**src/ims_cfg.svh**
```systemverilog
// register map, field positions, reset values and timing counts of the sideband block
`ifndef IMS_CFG_SVH
`define IMS_CFG_SVH
// byte offsets, decoded on haddr[7:0]
`define IMS_A_REDIST_ID 8'h00
`define IMS_A_TRANS_ID 8'h04
`define IMS_A_CHIP_NUM 8'h08
`define IMS_A_STRAP 8'h0C
`define IMS_A_ERR_STAT 8'h10
`define IMS_A_ERR_EN 8'h14
`define IMS_A_PERF_CTRL 8'h20
`define IMS_A_PERF_CAP 8'h24
`define IMS_A_PERF_OVF 8'h28
`define IMS_A_PERF_SNAP 8'h30
// group decodes on haddr[7:4]
`define IMS_G_ERRREC 4'h1
`define IMS_G_PERF_LO 4'h2
`define IMS_G_PERF_HI 4'h3
// field positions
`define IMS_B_FAULT 0
`define IMS_B_ERR 1
`define IMS_B_CNT_EN 0
`define IMS_B_OVF_IE 1
// reset values
`define IMS_RST_ERR_EN 2'h0
`define IMS_RST_PERF_CTRL 2'h0
// synchroniser depth and tie-off capture delay in clock cycles
`define IMS_SYNC_STAGES 2
`define IMS_STRAP_WAIT 2'h2
`endif

```
**src/ims_pkg.sv**
```systemverilog
// types shared by the sideband block
package ims_pkg;
    // sample handshake states
    typedef enum logic {
        IMS_HS_IDLE,
        IMS_HS_ACK
    } ims_hs_t;
    // bus data word
    typedef logic [31:0] ims_word_t;
endpackage

```
**src/ims_sync.sv**
```systemverilog
// two flip-flop synchroniser for a vector of pin inputs
`timescale 1ns/10ps
module ims_sync #(
    parameter int WIDTH = 1
) (
    // clock and reset
    input wire logic clk_in,
    input wire logic reset_n_in,
    // asynchronous pins and their synchronised copy
    input wire logic [WIDTH-1:0] async_in,
    output logic [WIDTH-1:0] sync_out
);
    logic [WIDTH-1:0] meta_q; // first stage, read only by second stage
    logic [WIDTH-1:0] sync_q; // second stage

    // each bit is independent; multi-bit ids are static ties so skew is harmless
    always_ff @(posedge clk_in or negedge reset_n_in) begin
        if (!reset_n_in) begin
            meta_q <= '0;
            sync_q <= '0;
        end else begin
            meta_q <= async_in;
            sync_q <= meta_q;
        end
    end

    assign sync_out = sync_q;
endmodule

```
**src/ims_perfcnt.sv**
```systemverilog
// performance counters with snapshot, sticky overflow and level interrupt
`timescale 1ns/10ps
module ims_perfcnt #(
    parameter int NUM_CNT = 2,
    parameter int CNT_W = 32
) (
    // clock and reset
    input wire logic clk_in,
    input wire logic reset_n_in,
    // control
    input wire logic [NUM_CNT-1:0] event_in,
    input wire logic count_en_in,
    input wire logic ovf_irq_en_in,
    input wire logic capture_in,
    input wire logic [NUM_CNT-1:0] ovf_clr_in,
    // state
    output logic [NUM_CNT*CNT_W-1:0] snap_out,
    output logic [NUM_CNT-1:0] ovf_out,
    output logic irq_out
);
    logic [NUM_CNT-1:0] ovf_d; // next sticky overflow
    logic irq_d; // next interrupt level
    logic irq_q; // interrupt level register

    // one counter, snapshot and overflow bit per channel
    genvar gi;
    generate
        for (gi = 0; gi < NUM_CNT; gi++) begin : g_cnt
            logic [CNT_W-1:0] cnt_q; // live count
            logic [CNT_W-1:0] cnt_d;
            logic [CNT_W-1:0] snap_q; // captured count
            logic [CNT_W-1:0] snap_d;
            logic wrap; // counter rolls over this cycle
            logic ovf_q;
            logic ovf_nxt; // next sticky overflow of this channel only
            // next values
            always_comb begin
                wrap = count_en_in && event_in[gi] && (&cnt_q);
                cnt_d = cnt_q;
                if (count_en_in && event_in[gi]) begin
                    cnt_d = cnt_q + {{(CNT_W-1){1'b0}}, 1'b1};
                end
                // snapshot takes the value before this cycle's increment
                snap_d = capture_in ? cnt_q : snap_q;
                // set wins over a clear in the same cycle
                ovf_nxt = wrap | (ovf_q & ~ovf_clr_in[gi]);
            end
            always_ff @(posedge clk_in or negedge reset_n_in) begin
                if (!reset_n_in) begin
                    cnt_q <= '0;
                    snap_q <= '0;
                    ovf_q <= 1'b0;
                end else begin
                    cnt_q <= cnt_d;
                    snap_q <= snap_d;
                    ovf_q <= ovf_nxt;
                end
            end
            assign snap_out[gi*CNT_W +: CNT_W] = snap_q;
            assign ovf_out[gi] = ovf_q;
            // one driver per bit keeps the shared vector out of the per-channel process
            assign ovf_d[gi] = ovf_nxt;
        end
    endgenerate

    // level held as long as an enabled overflow stays pending
    always_comb begin
        irq_d = ovf_irq_en_in && (|ovf_d);
    end
    always_ff @(posedge clk_in or negedge reset_n_in) begin
        if (!reset_n_in) begin
            irq_q <= 1'b0;
        end else begin
            irq_q <= irq_d;
        end
    end
    assign irq_out = irq_q;
endmodule

```
**src/ims_top.sv**
```systemverilog
// sideband logic: id read-back, fault/error/overflow outputs, sample handshake, access tie-offs
`timescale 1ns/10ps
`include "ims_cfg.svh"
module ims_top #(
    parameter bit MULTI_CHIP = 1'b0,
    parameter int CHIP_W = 4,
    parameter int NUM_CNT = 2,
    parameter int CNT_W = 32
) (
    // clock and reset
    input wire logic clk_in,
    input wire logic reset_n_in,
    // ahb-lite slave
    input wire logic hsel_in,
    input wire logic [31:0] haddr_in,
    input wire logic [1:0] htrans_in,
    input wire logic hwrite_in,
    input wire logic [2:0] hsize_in,
    input wire logic hnonsec_in,
    input wire logic hready_in,
    input wire ims_pkg::ims_word_t hwdata_in,
    output ims_pkg::ims_word_t hrdata_out,
    output logic hreadyout_out,
    output logic hresp_out,
    // identity tie-offs
    input wire logic [CHIP_W-1:0] chip_number_in,
    input wire logic [15:0] cluster_iface_number_in,
    input wire logic [7:0] translation_service_number_in,
    // access tie-offs, taken from reset
    input wire logic errrec_nonsecure_allow_in,
    input wire logic perfcnt_nonsecure_allow_in,
    // internal events from the controller
    input wire logic fault_event_in,
    input wire logic err_event_in,
    input wire logic [NUM_CNT-1:0] perf_event_in,
    // interrupt outputs
    output logic fault_int_out,
    output logic err_int_out,
    output logic pmu_int_out,
    // cross trigger handshake
    input wire logic sample_req_in,
    output logic sample_ack_out
);
    import ims_pkg::*;

    localparam int SYNC_W = 27 + CHIP_W; // 16 + 8 + 3 single bits

    logic [SYNC_W-1:0] pins_s; // synchronised pins
    logic req_s; // synchronised sample request
    logic errrec_tie_s;
    logic perf_tie_s;
    logic [15:0] clid_s;
    logic [7:0] tsid_s;
    logic [CHIP_W-1:0] chip_s;

    // the sample request and every tie-off go through the two-stage synchroniser first
    ims_sync #(
        .WIDTH(SYNC_W)
    ) u_sync (
        .clk_in(clk_in),
        .reset_n_in(reset_n_in),
        .async_in({sample_req_in, errrec_nonsecure_allow_in, perfcnt_nonsecure_allow_in,
                   cluster_iface_number_in, translation_service_number_in, chip_number_in}),
        .sync_out(pins_s)
    );
    assign {req_s, errrec_tie_s, perf_tie_s, clid_s, tsid_s, chip_s} = pins_s;

    // bus state
    logic wr_pend_q, wr_pend_d; // write data phase pending
    logic [7:0] wr_addr_q, wr_addr_d; // write offset
    logic wr_ns_q, wr_ns_d; // write was nonsecure
    ims_word_t hrdata_q, hrdata_d; // read data for data phase
    logic addr_ok; // address phase taken this cycle
    logic err_ok_a; // read may see error-record group
    logic perf_ok_a; // read may see counter group
    logic err_ok_w; // pending write may touch error-record group
    logic perf_ok_w; // pending write may touch counter group
    logic [3:0] grp_a; // address-phase group
    // control and status
    logic [1:0] err_pend_q, err_pend_d; // sticky fault/error bits
    logic [1:0] err_en_q, err_en_d; // output enables
    logic [1:0] perf_ctrl_q, perf_ctrl_d; // count enable, overflow enable
    logic fault_int_q, fault_int_d;
    logic err_int_q, err_int_d;
    logic [1:0] err_clr; // w1c strobe for error status
    logic [NUM_CNT-1:0] ovf_clr; // w1c strobe for overflow status
    logic cap_sw; // software capture write
    logic cap_hw; // capture from handshake
    // handshake and tie-off capture
    ims_hs_t hs_q, hs_d;
    logic ack_q, ack_d;
    logic [1:0] strap_cnt_q, strap_cnt_d; // waits out the synchroniser
    logic strap_taken_q, strap_taken_d;
    logic errrec_allow_q, errrec_allow_d;
    logic perf_allow_q, perf_allow_d;
    // counter block
    logic [NUM_CNT*CNT_W-1:0] snap;
    logic [NUM_CNT-1:0] ovf;
    logic pmu_irq;

    // access tie-offs are caught once, after the synchroniser has settled past reset
    always_comb begin
        strap_cnt_d = strap_cnt_q;
        strap_taken_d = strap_taken_q;
        errrec_allow_d = errrec_allow_q;
        perf_allow_d = perf_allow_q;
        if (!strap_taken_q) begin
            if (strap_cnt_q == `IMS_STRAP_WAIT) begin
                strap_taken_d = 1'b1;
                errrec_allow_d = errrec_tie_s;
                perf_allow_d = perf_tie_s;
            end else begin
                strap_cnt_d = strap_cnt_q + 2'h1;
            end
        end
    end
    always_ff @(posedge clk_in or negedge reset_n_in) begin
        if (!reset_n_in) begin
            strap_cnt_q <= 2'h0;
            strap_taken_q <= 1'b0;
            errrec_allow_q <= 1'b0;
            perf_allow_q <= 1'b0;
        end else begin
            strap_cnt_q <= strap_cnt_d;
            strap_taken_q <= strap_taken_d;
            errrec_allow_q <= errrec_allow_d;
            perf_allow_q <= perf_allow_d;
        end
    end

    // ahb decode: zero wait, read data registered into the data phase
    always_comb begin
        addr_ok = hsel_in && htrans_in[1] && hready_in;
        grp_a = haddr_in[7:4];
        // nonsecure access to a denied group reads zero and drops writes
        err_ok_a = !hnonsec_in || errrec_allow_q;
        perf_ok_a = !hnonsec_in || perf_allow_q;
        err_ok_w = !wr_ns_q || errrec_allow_q;
        perf_ok_w = !wr_ns_q || perf_allow_q;
        wr_pend_d = addr_ok && hwrite_in;
        wr_addr_d = addr_ok ? haddr_in[7:0] : wr_addr_q;
        wr_ns_d = addr_ok ? hnonsec_in : wr_ns_q;
        hrdata_d = 32'h0000_0000;
        if (addr_ok && !hwrite_in) begin
            case (haddr_in[7:0])
                `IMS_A_REDIST_ID: hrdata_d = {16'h0000, clid_s};
                `IMS_A_TRANS_ID: hrdata_d = {24'h00_0000, tsid_s};
                `IMS_A_CHIP_NUM: begin
                    // single-chip builds have no chip number and read zero
                    if (MULTI_CHIP) begin
                        hrdata_d[CHIP_W-1:0] = chip_s;
                    end
                end
                `IMS_A_STRAP: hrdata_d[2:0] = {strap_taken_q, perf_allow_q, errrec_allow_q};
                `IMS_A_ERR_STAT: hrdata_d[1:0] = err_ok_a ? err_pend_q : 2'h0;
                `IMS_A_ERR_EN: hrdata_d[1:0] = err_ok_a ? err_en_q : 2'h0;
                `IMS_A_PERF_CTRL: hrdata_d[1:0] = perf_ok_a ? perf_ctrl_q : 2'h0;
                `IMS_A_PERF_OVF: hrdata_d[NUM_CNT-1:0] = perf_ok_a ? ovf : '0;
                default: begin
                    // snapshot words; anything else unmapped reads zero
                    if (grp_a == `IMS_G_PERF_HI && int'(haddr_in[3:2]) < NUM_CNT && perf_ok_a) begin
                        // counters narrower than a word read with zero upper bits
                        hrdata_d[CNT_W-1:0] = snap[int'(haddr_in[3:2])*CNT_W +: CNT_W];
                    end
                end
            endcase
        end
    end
    always_ff @(posedge clk_in or negedge reset_n_in) begin
        if (!reset_n_in) begin
            wr_pend_q <= 1'b0;
            wr_addr_q <= 8'h00;
            wr_ns_q <= 1'b0;
            hrdata_q <= 32'h0000_0000;
        end else begin
            wr_pend_q <= wr_pend_d;
            wr_addr_q <= wr_addr_d;
            wr_ns_q <= wr_ns_d;
            hrdata_q <= hrdata_d;
        end
    end

    // register writes land in the data phase; status bits are write-one-to-clear
    always_comb begin
        err_en_d = err_en_q;
        perf_ctrl_d = perf_ctrl_q;
        err_clr = 2'h0;
        ovf_clr = '0;
        cap_sw = 1'b0;
        if (wr_pend_q) begin
            case (wr_addr_q)
                `IMS_A_ERR_STAT: err_clr = err_ok_w ? hwdata_in[1:0] : 2'h0;
                `IMS_A_ERR_EN: err_en_d = err_ok_w ? hwdata_in[1:0] : err_en_q;
                `IMS_A_PERF_CTRL: perf_ctrl_d = perf_ok_w ? hwdata_in[1:0] : perf_ctrl_q;
                `IMS_A_PERF_CAP: cap_sw = perf_ok_w;
                `IMS_A_PERF_OVF: ovf_clr = perf_ok_w ? hwdata_in[NUM_CNT-1:0] : '0;
                default: begin
                    // read-only or unmapped: write ignored
                end
            endcase
        end
        // a new event beats a clear in the same cycle
        err_pend_d = (err_pend_q & ~err_clr) | {err_event_in, fault_event_in};
        fault_int_d = err_pend_d[`IMS_B_FAULT] && err_en_d[`IMS_B_FAULT];
        err_int_d = err_pend_d[`IMS_B_ERR] && err_en_d[`IMS_B_ERR];
    end
    always_ff @(posedge clk_in or negedge reset_n_in) begin
        if (!reset_n_in) begin
            err_en_q <= `IMS_RST_ERR_EN;
            perf_ctrl_q <= `IMS_RST_PERF_CTRL;
            err_pend_q <= 2'h0;
            fault_int_q <= 1'b0;
            err_int_q <= 1'b0;
        end else begin
            err_en_q <= err_en_d;
            perf_ctrl_q <= perf_ctrl_d;
            err_pend_q <= err_pend_d;
            fault_int_q <= fault_int_d;
            err_int_q <= err_int_d;
        end
    end

    // four-phase sample handshake; capture fires once per request
    always_comb begin
        hs_d = hs_q;
        cap_hw = 1'b0;
        case (hs_q)
            IMS_HS_IDLE: begin
                if (req_s) begin
                    cap_hw = 1'b1;
                    hs_d = IMS_HS_ACK;
                end
            end
            IMS_HS_ACK: begin
                // ack held until the request is seen low
                if (!req_s) begin
                    hs_d = IMS_HS_IDLE;
                end
            end
            default: hs_d = IMS_HS_IDLE;
        endcase
        ack_d = (hs_d == IMS_HS_ACK);
    end
    always_ff @(posedge clk_in or negedge reset_n_in) begin
        if (!reset_n_in) begin
            hs_q <= IMS_HS_IDLE;
            ack_q <= 1'b0;
        end else begin
            hs_q <= hs_d;
            ack_q <= ack_d;
        end
    end

    // counters; hardware and software capture share one strobe
    ims_perfcnt #(
        .NUM_CNT(NUM_CNT),
        .CNT_W(CNT_W)
    ) u_perf (
        .clk_in(clk_in),
        .reset_n_in(reset_n_in),
        .event_in(perf_event_in),
        .count_en_in(perf_ctrl_q[`IMS_B_CNT_EN]),
        .ovf_irq_en_in(perf_ctrl_d[`IMS_B_OVF_IE]),
        .capture_in(cap_sw | cap_hw),
        .ovf_clr_in(ovf_clr),
        .snap_out(snap),
        .ovf_out(ovf),
        .irq_out(pmu_irq)
    );

    // outputs straight from flip-flops; hreadyout and hresp are tied to constants
    assign hrdata_out = hrdata_q;
    assign hreadyout_out = 1'b1;
    assign hresp_out = 1'b0;
    assign fault_int_out = fault_int_q;
    assign err_int_out = err_int_q;
    assign pmu_int_out = pmu_irq;
    assign sample_ack_out = ack_q;

    logic rd_a;
    assign rd_a = addr_ok && !hwrite_in;
endmodule

```
**config.mk**
```make
export PLATFORM = sky130hd
export DESIGN_NAME = ims_top
export DESIGN_NICKNAME = d
export VERILOG_FILES = /design/src/ims_pkg.sv /design/src/ims_sync.sv /design/src/ims_perfcnt.sv /design/src/ims_top.sv
export VERILOG_INCLUDE_DIRS = /design/src /design/src/src
export SDC_FILE = /design/constraint.sdc
export NUM_CORES = 1
export LEC_CHECK = 0
export BUFFER_PORTS_ARGS = -buffer_cell sky130_fd_sc_hd__buf_2
export CORE_MARGIN = 4
export CORE_UTILIZATION = 43
export CTS_CLUSTER_SIZE = 14
export DETAILED_ROUTE_END_ITERATION = 8
export GPL_TIMING_DRIVEN = 1
export SLEW_MARGIN = 5
export SYNTH_ARGS = -nofsm -noshare
export SYNTH_HDL_FRONTEND = slang
export SYNTH_SLANG_ARGS = --single-unit
export TNS_END_PERCENT = 10
```
**constraint.sdc**
```tcl
create_clock -name clk_in -period 2.4 [get_ports clk_in]
set_input_delay 0.48 -clock clk_in [delete_from_list [all_inputs] [get_ports clk_in]]
set_output_delay 0.48 -clock clk_in [all_outputs]
set_load 0.01 [all_outputs]
```
Word level (Yosys, flattened, before mapping)
Index checks and enable logic that the tools add are counted.

Register bits: 249. Bits of input ports: 110.

Magnitude comparators: 1. Reduce and logical (&&, ||, !) cells: 29. Shift operators: 1. Eq/ne operators: 14. Muxes and demuxes: 27. Bitwise logic cells: 12. Add/subtract/negate cells: 3.

Operator list (number): $pmux 29 s3 (1); $add 32x1->32 const B (2); $mux 32 (2); $reduce_and 32->1 (2); $shiftx 64x8->32 (1); $eq 8x6->1 const B (5); $eq 8x5->1 const B (4); $mux 2 (16); $eq 8x4->1 const B (2); $pmux 2 s8 (1); $logic_and 1x1->1 (13); $eq 8x3->1 const B (1); $logic_not 8->1 (1); $mux 1 (6); $reduce_or 6->1 (1); $reduce_or 5->1 (1); $eq 4x2->1 const B (1); $logic_or 1x1->1 (4); $not 1->1 (4); $pmux 1 s4 (1); $reduce_and 2->1 (2); $logic_not 1->1 (3); $or 1x1->1 (3); $reduce_and 3->1 (1); 8 further kinds (9).

Logic depth before layout (Yosys ltp)
Word-level depth: 10. Mapped depth: 8. Depth with buffers taken out: 6.

Hierarchy
Synthesis repeated with hierarchy kept, for this count alone.

Cells, all modules: 714. Area, all modules: 9768.1 µm².

By module, submodules not included: ims_perfcnt (area an instance 5358.9 µm², cells each 394, times used 1); ims_top (area an instance 2857.7 µm², cells each 258, times used 1); ims_sync (area an instance 1551.5 µm², cells each 62, times used 1).

Worst setup path before layout
OpenSTA, ideal clock, no wires.

Path type: input-to-reg. Start point: input port haddr_in[3]. End point: register hrdata_q[6] (netlist: hrdata_out[6]). Stages: 8. Path slack: 0.536 ns. Buffers on the path: 3. Required time: 2.323 ns. Arrival time: 1.786 ns. Cells stage by stage: buf_2 > or3_1 > nor2_1 > and2_1 > buf_2 > buf_4 > a22oi_1 > a21oi_1.

Cells in the longest elaborated chain, start to end: 6. Elaborated cells on any way between the ends: 16. Those cells by class: order compare: 1; eq/ne: 7; shift: 1; mux: 3; reduce/logical: 4.

Ends and longest elaborated chain: start, declared (line ims_top.sv:15) `input wire logic [31:0] haddr_in,`; branches (longest 4 deep; another with $shiftx 64x8->32); $pmux 29 s3 * (line ims_top.sv:145) `case (haddr_in[7:0])`; $mux 32 * (line ims_top.sv:144) `if (addr_ok && !hwrite_in) begin`; net hrdata_d[6] (line ims_top.sv:72) `ims_word_t hrdata_q, hrdata_d;`; end signal, assigned (line ims_top.sv:179) `hrdata_q <= hrdata_d;`; end, declared (line ims_top.sv:72).

Mark *: on every way through the listed nets, which the timed path passes. A chain may end at the register's enable or synchronous reset.

Final worst setup path
Start point: register perf_allow_q. End point: register u_perf.g_cnt[1].snap_q[22].

Cells in the longest elaborated chain, start to end: 4.

Ends and longest elaborated chain: start, declared (line ims_top.sv:95) `logic perf_allow_q, perf_allow_d;`; start signal, assigned (line ims_top.sv:127) `perf_allow_q <= perf_allow_d;`; $logic_or 1x1->1 (line ims_top.sv:139) `perf_ok_w = !wr_ns_q || perf_allow_q;`; $mux 1 (line ims_top.sv:191) `case (wr_addr_q)`; $mux 1 (line ims_top.sv:190) `if (wr_pend_q) begin`; $or 1x1->1 (line ims_top.sv:264) `.capture_in(cap_sw | cap_hw),`; end signal, assigned (line ims_perfcnt.sv:55) `snap_q <= snap_d;`; end, declared (line ims_perfcnt.sv:31) `logic [CNT_W-1:0] snap_q;`.

No other way between the ends.

==> impl_metrics.toml <==
[routing]
drtIter0Drc = 274
drtPass1Iterations = 4
vias = 5508
routed_via_density = 5.02
wire_per_inst_um = 16.4
antenna_left = 0
drc = 0
drt_wl_total_um = 18000

[grt]
grt_usage_pct = 15.0
grt-ovfl-total = 0
grt_pass1_wl_um = 30400
grt_pass1_vias = 5928
antenna_found_initial = 0
grt_max_degree = 135

[finish]
final_cell_area_sq_um = 11300
multiInputGateArea_sq_um = 3390
nets = 912
drive_gt1_share_pct = 30.0
synthToLayoutAreaGrowth_pct = 17.6
nFillCells = 1920
fin_util_pct = 51.5
final_common_cell = "dfrtp_1"
layout_common_cells = "dfrtp_1, buf_2, mux2_2, mux2_4, nor2_1"
seq_area_sq_um = 6030
stdcell_count = 1097

[pwr]
ir_worst_vdd_mv = 0.591
leakagePower_nw = 5.52
p_per_area_nw_per_um2 = 811

[critical_path]
slowest_stage = "a32oi_4"
worst_path_dominant_cell_family = "compound AO/OA/AOI/OAI gates"
cp_max_fo = 11
cp.arrival_ns = 2.60
path_class = "reg2reg"
critPathLaunchType = "register"
path_buf_inv = 1
cp-end-kind = "register"
max_stage_delay_ns = 0.63
path_cells = "nor2b_1 > nor3_2 > a32oi_4 > buf_4 > mux2_2"
worstPathRequired_ns = 2.80

[sta]
fin_crit_sh_pct = 91.7
hold_slack_ns = -0.00121
finalMaxSlewViolations = 0
max_clock_freq_mhz = 454
slew_headroom_pct = 52.7
fin_worst_skew_ns = 0.00857
rsz0062_at_grt = "false"
hold_viol = 1
tightest_slew_ns = 0.710
finalSetupViolations = 0
tns_ns = 0
finalCriticalPeriod_ns = 2.20

[floorplan]
rows = 54
core_area_sq_um = 21900
die_y_um = 157
ioPinCount = 148
dieWidth_um = 157
initial_core_util_pct = 43.8
die_area_sq_um = 24800

[logic_synthesis]
synth.distinct_cells = 48
avgSynthCellArea_sq_um = 13.8
postSynth.asyncResetShare_pct = 100
syn_nets = 809
seq_area_frac_synth_pct = 62.9
synthCells = 696
synth_seq_cells = 241
synth-edff-count = 0
syn-cell-area_sq_um = 9590
ys_warn_count = 0
yosys_most_used_dff = "dfrtp_1"

[cts]
cts_root_buf = "clkbuf_16"
clk_pin_slew_worst_paths_ns = 0.06
cts_sinks = 241
cts_resized = 0
tritoncts = "yes"
h-tree-depth = 1
cts_setup_buffers = 0
cts_inserted_buffers = 26
clk-insertion-delay-late_ns = 0.52
cts_hold_buf = 0
cts_max_path_buffers = 3

[place]
place.gp.congestion = 0.840
port_buffers = 83
place_area_sq_um = 10400
dpl.hpwl_um = 12300
post-place-cells = 1051

[worst_hold_path]
hp-class = "in2async"

[flow_run]
maxCapViolations = 0

[outcome]
violations = "negative hold slack"
outcome = "complete, but fails checks"
stage by stage:
| step | setup WS [ns] | power [mW] |
|---|---|---|
| finish | 0.198 | 9.14 |
| global route | 0.0504 | 9.53 |
| CTS | 0.161 | 9.28 |
| detailed placement | 0.188 | 5.32 |
| global placement | 0.232 | 5.27 |
| floorplan | 0.536 | 5.02 |
cells in the mapped netlist, drive strengths merged (13+ instances only):
cell,instances,area (sq um)
a21oi,13,65.1
a22oi,15,113
and3,19,119
buf,20,143
dfrtp,241,6030
mux2,97,1270
mux2i,19,190
nand2,35,131
nand3,28,140
nor2,43,161
xnor2,40,350
xor2,23,201
final timing paths:
path / from / to / slack (ns) / cells past startpoint
max: perf_allow_q / u_perf.g_cnt[1].snap_q[22] / 0.20 / 5
min: reset_n_in / err_int_out / -0.001 / 2
max reg2reg: perf_allow_q / u_perf.g_cnt[1].snap_q[22] / 0.20 / 5
min reg2reg: u_sync.meta_q[16] / u_sync.sync_out[16] / 0.35 / 0
max in group asynchronous: reset_n_in / u_sync.meta_q[8] / 1.81 / 2
min in group clk_in: cluster_iface_number_in[0] / u_sync.meta_q[12] / 0.07 / 1
report_power, final:
part | leakage [nW] | switching, mW | internal, mW
clock network | 0.414 | 1.56 | 2.36
registers | 3.14 | 0.230 | 4.33
logic | 1.97 | 0.293 | 0.374
total | 5.52 | 2.08 | 7.06
registers in the layout, indices dropped and copies added, names as in the netlist, 2 cells and up:
name,cells
u_perf.g_cnt.cnt_q,64
u_perf.g_cnt.snap_q,64
hrdata_out,32
u_sync.meta_q,27
u_sync.sync_out,27
wr_addr_q,8
err_en_q,2
err_pend_q,2
perf_ctrl_q,2
strap_cnt_q,2
u_perf.g_cnt.ovf_q,2
routing by layer:
| layer | track usage, % | part of all wire [%] | vias up |
|---|---|---|---|
| met3 | 2.80 | 5.2 | 31 |
| met5 | 0 | 0 | - |
| met4 | 3.52 | 2.1 | 0 |
| met1 | 21.2 | 46 | 2758 |
| li1 | - | - | 2613 |
| met2 | 24.4 | 46 | 106 |
final cells by class:
type                            instances  area share (%)
Antenna cell                            1          0.0222
Clock buffer                           36            6.56
Clock inverter                          9           0.899
Inverter                                5           0.166
Multi-Input combinational cell        423            30.1
Sequential cell                       241            53.5
Tap cell                              280            3.11
Timing Repair Buffer                  102            5.70
cells by family (layout without fill, tap and decap cells):
group	count (synthesis)	in the layout	synth area share [%]
AOI/OAI and AO/OA	47	47	3.23
DFF	241	241	62.9
and+or+nand+nor	192	192	10.5
xor gates and xnor gates	63	63	5.75
other	2	3	0.0783
adders and majority gates	3	3	0.391
muxes	116	116	15.2
buffers and inverters	32	152	1.96
Note: power is estimated with default switching activity, not from simulation.
